--- config.mk ---
export PLATFORM = sky130hd
export DESIGN_NAME = aofc_output_format
export DESIGN_NICKNAME = d
export VERILOG_FILES = /design/src/include/aofc_pkg.sv /design/src/rtl/aofc_output_format.sv
export VERILOG_INCLUDE_DIRS = /design/src /design/src/include
export SDC_FILE = /design/constraint.sdc
export NUM_CORES = 1
export LEC_CHECK = 0
export ABC_AREA = 1
export BUFFER_PORTS_ARGS = -buffer_cell sky130_fd_sc_hd__buf_2
export CAP_MARGIN = 10
export CORE_UTILIZATION = 40
export CTS_CLUSTER_SIZE = 28
export DETAILED_ROUTE_END_ITERATION = 10
export GPL_TIMING_DRIVEN = 0
export MAX_ROUTING_LAYER = met4
export PLACE_DENSITY_LB_ADDON = 0.15
export SYNTH_ARGS = -nofsm -noshare
export SYNTH_HDL_FRONTEND = slang
export SYNTH_SLANG_ARGS = --single-unit
--- constraint.sdc ---
create_clock -name clk -period 4.49 [get_ports clk]
set_input_delay 0.898 -clock clk [delete_from_list [all_inputs] [get_ports clk]]
set_output_delay 0.898 -clock clk [all_outputs]
set_load 0.05 [all_outputs]
--- src/include/aofc_defs.svh ---
// Constants for the output format control block: addresses, fields, codes, patterns
`ifndef AOFC_DEFS_SVH
`define AOFC_DEFS_SVH
// ****************************************
// Serial frame layout
// ****************************************
`define AOFC_FRAME_LAST 5'h0F
`define AOFC_HDR_LAST 5'h07
`define AOFC_CNT_ONE 5'h01
`define AOFC_CNT_ZERO 5'h00
`define AOFC_RW_BIT 15
`define AOFC_ADDR_HI 14
`define AOFC_ADDR_LO 8
// ****************************************
// Register addresses
// ****************************************
`define AOFC_ADDR_RESET 7'h00
`define AOFC_ADDR_OUTMODE 7'h03
`define AOFC_ADDR_FORMAT 7'h04
`define AOFC_SWRST_BIT 7
`define AOFC_OUTPUT_DISABLE_BIT 2
// ****************************************
// Reset values and writable bit masks
// ****************************************
`define AOFC_REG_RESET 8'h00
`define AOFC_OUTMODE_MASK 8'h7F
`define AOFC_FORMAT_MASK 8'h3F
// ****************************************
// Output mode codes
// ****************************************
`define AOFC_OM_CMOS 2'h0
`define AOFC_OM_DDR_LVDS 2'h1
`define AOFC_OM_DDR_CMOS 2'h2
// ****************************************
// Test pattern codes and words
// ****************************************
`define AOFC_TP_OFF 3'h0
`define AOFC_TP_ZERO 3'h1
`define AOFC_TP_ONE 3'h3
`define AOFC_TP_CHECK 3'h5
`define AOFC_TP_ALT 3'h7
`define AOFC_WORD_ZERO 16'h0000
`define AOFC_WORD_ONE 16'hFFFF
`define AOFC_WORD_CHECK 16'h5555
`define AOFC_PATTERN_MASK 16'hFFFC
`define AOFC_ABP_MASK 16'hAAAA
`define AOFC_MSB 15
`endif

--- src/include/aofc_pkg.sv ---
// Types shared by the output format control block
package aofc_pkg;
    // Output mode register layout
    typedef struct packed {
        logic unused;                 // Ignored bit
        logic [2:0] drive_current;    // LVDS drive current select
        logic termination_on;         // Internal termination
        logic output_disable;         // Outputs high impedance
        logic [1:0] output_mode;      // Output mode select
    } aofc_outmode_t;
    // Data format register layout
    typedef struct packed {
        logic [1:0] unused;           // Ignored bits
        logic [2:0] test_pattern;     // Test pattern select
        logic alternate_polarity;     // Alternate bit polarity
        logic randomizer;             // Randomizer enable
        logic twos_complement;        // Format select
    } aofc_format_t;
    // Serial port states, Gray ordered
    typedef enum logic [1:0] {
        AOFC_IDLE = 2'b00,
        AOFC_SHIFT = 2'b01,
        AOFC_HOLD = 2'b11
    } aofc_spi_state_t;
endpackage

--- src/rtl/aofc_output_format.sv ---
// Serially programmed output format control with data formatting path
`timescale 1ns/100ps
`default_nettype none
`include "aofc_defs.svh"
module aofc_output_format (
    input wire logic clk,
    input wire logic reset,
    input wire logic spi_cs_n,
    input wire logic spi_sck,
    input wire logic spi_sdi,
    output logic spi_sdo_out,
    output logic spi_sdo_oe_n,
    input wire logic [15:0] conv_data,
    input wire logic conv_valid,
    output logic [15:0] output_data_bits,
    output logic output_data_valid,
    output logic output_data_oe_n,
    output logic [1:0] output_mode_sel,
    output logic [2:0] lvds_drive_current_sel,
    output logic internal_termination_on,
    output logic randomizer_en,
    output logic alternate_polarity_en,
    output logic twos_complement_en
);
    // ****************************************
    // Helpers
    // ****************************************
    // Read back value of an address; write-only and unmapped read zero
    function automatic logic [7:0] read_value(input logic [6:0] addr,
                                              input logic [7:0] om,
                                              input logic [7:0] fm);
        read_value = `AOFC_REG_RESET;
        if (addr == `AOFC_ADDR_OUTMODE) begin
            read_value = om;
        end else if (addr == `AOFC_ADDR_FORMAT) begin
            read_value = fm;
        end
    endfunction

    // Converts one conversion word to the output word
    function automatic logic [15:0] format_word(input logic [15:0] din,
                                                input aofc_pkg::aofc_format_t f,
                                                input logic phase);
        logic [15:0] w;
        logic [15:0] pat;
        w = din;
        pat = `AOFC_WORD_ZERO;
        // Twos complement only when polarity mode is off
        if (f.twos_complement && !f.alternate_polarity) begin
            w[`AOFC_MSB] = ~w[`AOFC_MSB];
        end
        // Randomizer folds bit 0 into the upper bits
        if (f.randomizer) begin
            w[15:1] = w[15:1] ^ {15{w[0]}};
        end
        // Every other bit inverted
        if (f.alternate_polarity) begin
            w = w ^ `AOFC_ABP_MASK;
        end
        // Pattern selection; unlisted codes behave as off
        case (f.test_pattern)
            `AOFC_TP_ZERO: pat = `AOFC_WORD_ZERO;
            `AOFC_TP_ONE: pat = `AOFC_WORD_ONE;
            `AOFC_TP_CHECK: pat = phase ? ~`AOFC_WORD_CHECK : `AOFC_WORD_CHECK;
            `AOFC_TP_ALT: pat = phase ? `AOFC_WORD_ONE : `AOFC_WORD_ZERO;
            default: pat = w;
        endcase
        // Low two bits stay with the data path
        format_word = (pat & `AOFC_PATTERN_MASK) | (w & ~`AOFC_PATTERN_MASK);
    endfunction

    // ****************************************
    // Serial port state
    // ****************************************
    aofc_pkg::aofc_spi_state_t state; // Frame state
    aofc_pkg::aofc_spi_state_t next_state;
    logic sck_q; // Previous clock pin level
    logic [4:0] bit_cnt; // Bits taken in this frame
    logic [4:0] next_bit_cnt;
    logic [15:0] shift_in; // Received frame bits
    logic [15:0] next_shift_in;
    logic [7:0] rd_shift; // Read back data
    logic [7:0] next_rd_shift;
    logic next_sdo_oe_n;
    logic rd_frame; // Frame in progress is a read
    logic next_rd_frame;
    logic sck_rise; // Rising edge seen this cycle
    logic [15:0] frame; // Frame including this cycle's bit

    // Register file
    aofc_pkg::aofc_outmode_t outmode_reg; // Output mode register
    aofc_pkg::aofc_outmode_t next_outmode_reg;
    aofc_pkg::aofc_format_t format_reg; // Data format register
    aofc_pkg::aofc_format_t next_format_reg;

    assign sck_rise = spi_sck && !sck_q;
    assign frame = {shift_in[14:0], spi_sdi};
    assign spi_sdo_out = 1'b0; // Open drain only pulls low

    // ****************************************
    // Serial port and register next values
    // ****************************************
    always_comb begin
        next_state = state;
        next_bit_cnt = bit_cnt;
        next_shift_in = shift_in;
        next_rd_shift = rd_shift;
        next_outmode_reg = outmode_reg;
        next_format_reg = format_reg;
        next_rd_frame = rd_frame;
        if (spi_cs_n) begin
            // Deselect ends or aborts the frame
            next_state = aofc_pkg::AOFC_IDLE;
            next_bit_cnt = `AOFC_CNT_ZERO;
        end else if (state != aofc_pkg::AOFC_HOLD && sck_rise) begin
            // Take one bit, MSB first
            next_state = aofc_pkg::AOFC_SHIFT;
            next_shift_in = frame;
            next_bit_cnt = bit_cnt + `AOFC_CNT_ONE;
            next_rd_frame = (bit_cnt == `AOFC_CNT_ZERO) ? spi_sdi : rd_frame;
            if (bit_cnt == `AOFC_HDR_LAST) begin
                // Header complete: fetch read data
                next_rd_shift = read_value(frame[6:0], outmode_reg, format_reg);
            end else if (bit_cnt > `AOFC_HDR_LAST) begin
                next_rd_shift = {rd_shift[6:0], 1'b0};
            end
            if (bit_cnt == `AOFC_FRAME_LAST) begin
                next_state = aofc_pkg::AOFC_HOLD;
                // Read frames never update registers
                if (!frame[`AOFC_RW_BIT]) begin
                    case (frame[`AOFC_ADDR_HI:`AOFC_ADDR_LO])
                        `AOFC_ADDR_RESET: begin
                            if (frame[`AOFC_SWRST_BIT]) begin
                                next_outmode_reg = `AOFC_REG_RESET;
                                next_format_reg = `AOFC_REG_RESET;
                            end
                        end
                        `AOFC_ADDR_OUTMODE: begin
                            // Mode 11 stored as written; host keeps it out
                            next_outmode_reg = frame[7:0] & `AOFC_OUTMODE_MASK;
                        end
                        `AOFC_ADDR_FORMAT: begin
                            next_format_reg = frame[7:0] & `AOFC_FORMAT_MASK;
                        end
                        default: begin
                            next_state = aofc_pkg::AOFC_HOLD;
                        end
                    endcase
                end
            end
        end
        // Pull SDO low for a zero read bit during the data phase
        next_sdo_oe_n = !(!spi_cs_n && next_rd_frame && next_bit_cnt > `AOFC_HDR_LAST
                          && next_state == aofc_pkg::AOFC_SHIFT && !next_rd_shift[7]);
    end

    // Registers the serial port and register file
    always_ff @(posedge clk) begin
        if (reset) begin
            state <= aofc_pkg::AOFC_IDLE;
            sck_q <= 1'b0;
            bit_cnt <= `AOFC_CNT_ZERO;
            shift_in <= `AOFC_WORD_ZERO;
            rd_shift <= `AOFC_REG_RESET;
            rd_frame <= 1'b0;
            spi_sdo_oe_n <= 1'b1;
            outmode_reg <= `AOFC_REG_RESET;
            format_reg <= `AOFC_REG_RESET;
        end else begin
            state <= next_state;
            sck_q <= spi_sck;
            bit_cnt <= next_bit_cnt;
            shift_in <= next_shift_in;
            rd_shift <= next_rd_shift;
            rd_frame <= next_rd_frame;
            spi_sdo_oe_n <= next_sdo_oe_n;
            outmode_reg <= next_outmode_reg;
            format_reg <= next_format_reg;
        end
    end

    // ****************************************
    // Configuration outputs
    // ****************************************
    assign output_mode_sel = outmode_reg.output_mode;
    assign lvds_drive_current_sel = outmode_reg.drive_current;
    assign internal_termination_on = outmode_reg.termination_on;
    assign output_data_oe_n = outmode_reg.output_disable;
    assign randomizer_en = format_reg.randomizer;
    assign alternate_polarity_en = format_reg.alternate_polarity;
    assign twos_complement_en = format_reg.twos_complement;

    // ****************************************
    // Data path
    // ****************************************
    logic phase; // Alternation phase of patterns
    logic next_phase;
    logic [15:0] next_output_data_bits;
    logic next_output_data_valid;

    // Formats one word per valid input
    always_comb begin
        next_phase = phase;
        next_output_data_bits = output_data_bits;
        next_output_data_valid = conv_valid;
        if (conv_valid) begin
            next_output_data_bits = format_word(conv_data, format_reg, phase);
            next_phase = !phase;
        end
    end

    // Registers the output word
    always_ff @(posedge clk) begin
        if (reset) begin
            phase <= 1'b0;
            output_data_bits <= `AOFC_WORD_ZERO;
            output_data_valid <= 1'b0;
        end else begin
            phase <= next_phase;
            output_data_bits <= next_output_data_bits;
            output_data_valid <= next_output_data_valid;
        end
    end
endmodule // aofc_output_format
`default_nettype wire

# ---- Yosys cells after proc, flatten, opt, wreduce, memory -nomap -nowiden
# Cells that the tools add are included.
# Widths: inputs -> output; s select.
dict set report totals {
  input_bits 22
  out_inout_bits 29
  elab_cells 92
  regBits 67
}
dict set report classes {
  add_sub_neg 1
  n_bitwise 6
  mux 27
  order_cmp 2
  eq_ne 13
  n_reduce_logical 22
}
# op n
set op_table {}
lappend op_table {{$mux 16} 5}
lappend op_table {{$pmux 16 s4} 1}
lappend op_table {{$mux 8} 7}
lappend op_table {{$pmux 8 s2} 2}
lappend op_table {{$mux 15} 2}
lappend op_table {{$or 16x2->16} 1}
lappend op_table {{$xor 15x15->15} 1}
lappend op_table {{$eq 7x2->1 const B} 2}
lappend op_table {{$eq 7x3->1 const B} 2}
lappend op_table {{$reduce_and 6->1} 2}
lappend op_table {{$gt 5x3->1 const B} 2}
lappend op_table {{$mux 5} 2}
lappend op_table {{$not 8->8} 1}
lappend op_table {{$logic_and 1x1->1} 7}
lappend op_table {{$logic_not 7->1} 1}
lappend op_table {{$eq 3x3->1 const B} 2}
lappend op_table {{$logic_not 1->1} 6}
lappend op_table {{$mux 2} 3}
lappend op_table {{$reduce_bool 2->1} 3}
lappend op_table {{$add 5x1->5 const B} 1}
lappend op_table {{$eq 5x3->1 const B} 1}
lappend op_table {{$eq 5x4->1 const B} 1}
lappend op_table {{$logic_not 5->1} 1}
lappend op_table {{$mux 1} 5}
lappend op_table {{7 further kinds} 10}

# ---- Logic depth before layout (Yosys ltp)
dict set report logic_depth {
  depth_word 13
  mapped_depth 11
  mapped_depth_nobuf 11
}

# ---- Least setup slack after synthesis
# No wires, ideal clock.
dict set report synth_timing {
  path_kind {input port to flip-flop}
  startpoint {input spi_sck}
  endpoint {register spi_sdo_oe_n}
  t_required_ns 4.373
  n_path_buf 1
  setup_time_ns 0.117
  stages 8
  path_slack_ns 2.724
  t_arrival_ns 1.649
  cell_sequence {nand2_1 nor2_4 nand2_2 buf_6 o21bai_1 nand3_1 nor2_1 nand2_1}
}
dict set report synth_between {
  elab_chain_len 9
  elab_cells_between_ends 18
  classes_between {1 x order compare; 1 x eq/ne; 8 x mux; 8 x reduce/logical}
}
# item line
set synth_rtl {}
lappend synth_rtl {{start, declared} aofc_output_format.sv:9} ;# input wire logic spi_sck,
lappend synth_rtl {{$logic_and 1x1->1 *} aofc_output_format.sv:96} ;# assign sck_rise = spi_sck && !sck_q;
lappend synth_rtl {{$logic_and 1x1->1 *} aofc_output_format.sv:115} ;# end else if (state != aofc_pkg::AOFC_HOLD && sck_rise) begin
lappend synth_rtl {{$mux 5 / $mux 1 (equally long branches)} aofc_output_format.sv:115}
lappend synth_rtl {{$mux 5 / $mux 1 (equally long branches)} aofc_output_format.sv:111} ;# if (spi_cs_n) begin
lappend synth_rtl {{$gt 5x3->1 (no source line) / $logic_and 1x1->1 (equally long branches)} --}
lappend synth_rtl {{$logic_and 1x1->1 (no source line)} --}
lappend synth_rtl {{$logic_and 1x1->1} aofc_output_format.sv:153} ;# next_sdo_oe_n = !(!spi_cs_n && next_rd_frame && next_bit_cnt > `AOFC_HDR_LAST
lappend synth_rtl {{$logic_and 1x1->1 *} aofc_output_format.sv:153}
lappend synth_rtl {{$logic_not 1->1 *} aofc_output_format.sv:153}
lappend synth_rtl {{end signal, assigned} aofc_output_format.sv:176} ;# spi_sdo_oe_n <= next_sdo_oe_n;
lappend synth_rtl {{end, declared} aofc_output_format.sv:12} ;# output logic spi_sdo_oe_n,
# Every way passes the cells marked *; elsewhere a longest branch is shown, timed or not.
# A chain may end at the register's enable or synchronous reset.

# ---- Final worst setup path
dict set report layout_timing {
  startpoint {register bit_cnt[0]}
  endpoint {register outmode_reg (netlist bit output_mode_sel[1])}
}
dict set report layout_between {
  elab_chain_len 2
}
# item line
set layout_rtl {}
lappend layout_rtl {{start, declared} aofc_output_format.sv:78} ;# logic [4:0] bit_cnt;
lappend layout_rtl {{start signal, assigned} aofc_output_format.sv:162} ;# bit_cnt <= `AOFC_CNT_ZERO;
lappend layout_rtl {{start signal, assigned} aofc_output_format.sv:172} ;# bit_cnt <= next_bit_cnt;
lappend layout_rtl {{$eq 5x4->1 (no source line)} --}
lappend layout_rtl {{$reduce_and 6->1 (no source line)} --}
lappend layout_rtl {{end signal, assigned} aofc_output_format.sv:167} ;# outmode_reg <= `AOFC_REG_RESET;
lappend layout_rtl {{end signal, assigned} aofc_output_format.sv:177} ;# outmode_reg <= next_outmode_reg;
lappend layout_rtl {{end, declared} aofc_output_format.sv:91} ;# aofc_pkg::aofc_outmode_t outmode_reg;
# Every way passes these cells.

==> flow_summary_export.csv <==
group,metric,value,unit
status,status,"finished clean",
timing,period_minus_slack,2.05,ns
die,die_h,93.3,um
yosys,syn_avg_cell_area,6.98,sq um
timing,fin_tns_setup,0,ns
die,die_area,0.00870,sq mm
clocking,cts-root-buf,"clkbuf_8",
hold_path,holdPathStages,2,
yosys,synth_top_family_by_area,"simple AND/OR/NAND/NOR gates",
yosys,synth_compound_area_share,15.1,%
die,start_util,42.3,%
finish,largest_register_ffs,16,
clocking,cts.path.max_buffers,2,
worst_setup_path,rr_startpoint,"bit_cnt[0]$_SDFF_PP0_",
finish,antenna_cells,0,
clocking,hold_buffers,0,
placement,numPortBuffers,49,
global_route,grt_usage,20.9,%
timing,finalSetupViolCount,0,
clocking,clkTransAtPathRegs,0.07,ns
die,rows,32,
worst_setup_path,required,4.74,ns
worst_setup_path,start_kind,"flip-flop",
global_route,grt_pass1_vias,3008,
routing,dr.first_iter.drc_count,167,
worst_setup_path,path_common_cell,"nor2_1",
clocking,cts_tree,"done",
finish,top_regs,"output_data_bits x16, shift_in x15, rd_shift x8",
placement,place_congestion,0.815,
routing,drc_errors,0,
global_route,grt_max_degree,11,
hold_path,min_to,"shift_in[13]$_SDFFE_PP0P_",
timing,hold_viol_final,0,
yosys,synth_fp_nets,503,
worst_setup_path,path_cells,"ha_1 > nand2_2 > nor2_1 > ha_1 > nand3_1 > nor2_1 > nand2_2 > nor2_1 > nand2_1 > nand2_1 > nor2_1",
yosys,synth_xor_area_share,2.63,%
worst_setup_path,slowest_delay,0.38,ns
routing,drtAntennaViolNets,0,
clocking,cts.repair.resized,0,
die,core-area,0.00789,sq mm
yosys,ys_types,34,
routing,wirelength,8030,um
yosys,ys_seq_elements,64,
power,power_leakage,0.00177,uW
global_route,grt.overflow.total,0,
yosys,yosysWarnings,0,
yosys,synth_mux_area_share,0,%
clocking,cts_setup_buffers,0,
die,pin_count,51,
placement,dpl.cell_count,629,
yosys,yosys.area_share.simple,33.2,%
routing,routedWlPerCell,12.5,um
finish,nets,563,
die,die_x,93.3,um
worst_setup_path,r2r_cells,11,
hold_path,hold_class,"reg2reg",
finish,top_register,"output_data_bits",
yosys,ys_seq_area_share,38.4,%
timing,rsz0062_at_grt,"no",
yosys,synth_area,0.00333,sq mm
clocking,cts_buffers,9,
power,max-vdd-ir-drop,197,uV
run,maxCapViolCount,0,
finish,drive_gt1_share,22.3,%
timing,final.setup_skew,0.00977,ns
worst_setup_path,worstSetupEndpointType,"flip-flop",
yosys,syn_inst,478,
clocking,clock_sinks,64,
worst_setup_path,critPathMaxFanout,4,
timing,max_freq,0.489,GHz
timing,slew_viol_final,0,
worst_setup_path,critPathSlowestCell,"dfxtp_1",
placement,dp_hpwl,5900,um
yosys,synthAdderAreaFrac,1.13,%
global_route,grt_pass1_wl,13800,um
global_route,antenna_found_initial,0,
timing,finalCritPeriodShare,45.6,%
power,power.density,328,mW/mm^2
hold_path,min_from,"shift_in[12]$_SDFFE_PP0P_",
worst_setup_path,r2r_setup_slack,2.44,ns
clocking,cts_htree_levels,3,
finish,finalNonFillerCells,644,
worst_setup_path,crit_type,"reg2reg",
worst_setup_path,worstPathArrival,2.29,ns
worst_setup_path,r2r-end,"output_mode_sel[1]$_SDFFE_PP0P_",
clocking,insertion_delay,0.35,ns
finish,area_growth_syn_to_layout,16.8,%
routing,firstDrtPassIters,4,
routing,viasPerCell,4.84,
routing,vias,3119,
## layer usage
metal | up-vias | global-route usage [%] | share of wire (%)
met5 | - | - | 0
met4 | 0 | 5.13 | 1.0
met3 | 6 | 5.85 | 4.1
met2 | 57 | 33.2 | 45
met1 | 1413 | 26.2 | 50
li1 | 1643 | - | -
## per-stage QoR
stage / setup slack, ns / power [uW] / area (sq um) / hold WS, ns / utilization, %
2_1_floorplan: 2.72 / 753 / 3330 / 0.434 / -
3_3_place_gp: 2.42 / 800 / 3710 / 0.447 / 47.0
3_5_place_dp: 2.36 / 802 / 3710 / 0.451 / 47.0
4_1_cts: 2.42 / 1290 / 3890 / 0.460 / 49.4
5_1_grt: 2.21 / 1340 / 3890 / 0.492 / 49.4
6_report: 2.44 / 1280 / 3890 / 0.460 / 49.4
## cell families after synthesis
family,Yosys count
and+or+nand+nor,237
xor gates and xnor gates,10
buffers and inverters,71
DFF,64
AOI/OAI and AO/OA,92
other,1
adders and majority gates,3
## layout by cell type (no fill, tap or decap), drive strengths merged
master,netlist,final
nor2,96,96
nand2,86,86
dfxtp,64,64
buf,11,60
inv,53,53
o21ai,46,46
a21oi,39,39
nand3,38,38
clkbuf,7,18
xnor2,9,9
nor3,9,9
or2,8,8
a21boi,3,3
ha,3,3
clkinv,0,3
o211ai,2,2
o21bai,1,1
a211oi,1,1
xor2,1,1
conb,1,1
bufinv,0,1
## synth_stat cells
cell type  number  area [sq um]
a211oi_1        1          7.51
a21boi_0        3          22.5
a21oi_1        37           185
a21oi_2         2          17.5
buf_2           7          35.0
buf_4           1          7.51
buf_6           3          33.8
clkbuf_1        6          22.5
clkbuf_8        1          13.8
conb_1          1          3.75
dfxtp_1        64          1280
ha_1            3          37.5
inv_1          46           173
inv_2           7          26.3
nand2_1        77           289
nand2_2         8          50.1
nand2_4         1          11.3
nand3_1        35           175
nand3_2         2          20.0
nand3_4         1          17.5
nor2_1         86           323
nor2_2          2          12.5
nor2_4          7          78.8
nor2_8          1          20.0
nor3_1          7          35.0
nor3_2          1          10.0
nor3_4          1          16.3
o211ai_1        2          15.0
o21ai_0        41           205
o21ai_2         5          43.8
o21bai_1        1          7.51
or2_2           8          50.1
xnor2_1         9          78.8
xor2_1          1          8.76
## power breakdown
part	switching (uW)	total, uW	internal [uW]	leakage, uW
Combinational	128	183	55.2	0.00115
Sequential	16.0	607	591	0.000523
Clock	223	489	266	0.0000989
Total	367	1280	912	0.00177
## critical path: cells and delay by family (launching register included)
kind | cells | cell delay [ns]
simple gates | 9 | 1.09
flops | 1 | 0.38
fa+ha+maj | 2 | 0.46
## layout make-up
type / count / area [sq um]
Buffer: 18 / 113
Clock buffer: 11 / 141
Clock inverter: 4 / 45.0
Fill cell: 805 / 3990
Inverter: 53 / 199
Multi-Input combinational cell: 343 / 1740
Sequential cell: 64 / 1280
Tap cell: 102 / 128
Timing Repair Buffer: 49 / 245
## how the worst max path moves through the flow
| stage | from | endpoint | slack, ns | cells after the start |
|---|---|---|---|---|
| 2_1_floorplan | spi_sck | spi_sdo_oe_n$_SDFF_PP1_ | 2.72 | 8 |
| 4_1_cts | bit_cnt[0]$_SDFF_PP0_ | output_mode_sel[1]$_SDFFE_PP0P_ | 2.42 | 11 |
| 6_report | bit_cnt[0]$_SDFF_PP0_ | output_mode_sel[1]$_SDFFE_PP0P_ | 2.44 | 11 |
| 3_3_place_gp | reset | bit_cnt[1]$_SDFF_PP0_ | 2.42 | 5 |
| 3_5_place_dp | reset | bit_cnt[1]$_SDFF_PP0_ | 2.36 | 5 |
| 5_1_grt | bit_cnt[0]$_SDFF_PP0_ | output_mode_sel[1]$_SDFFE_PP0P_ | 2.21 | 11 |
(Power assumes the default switching activity.)
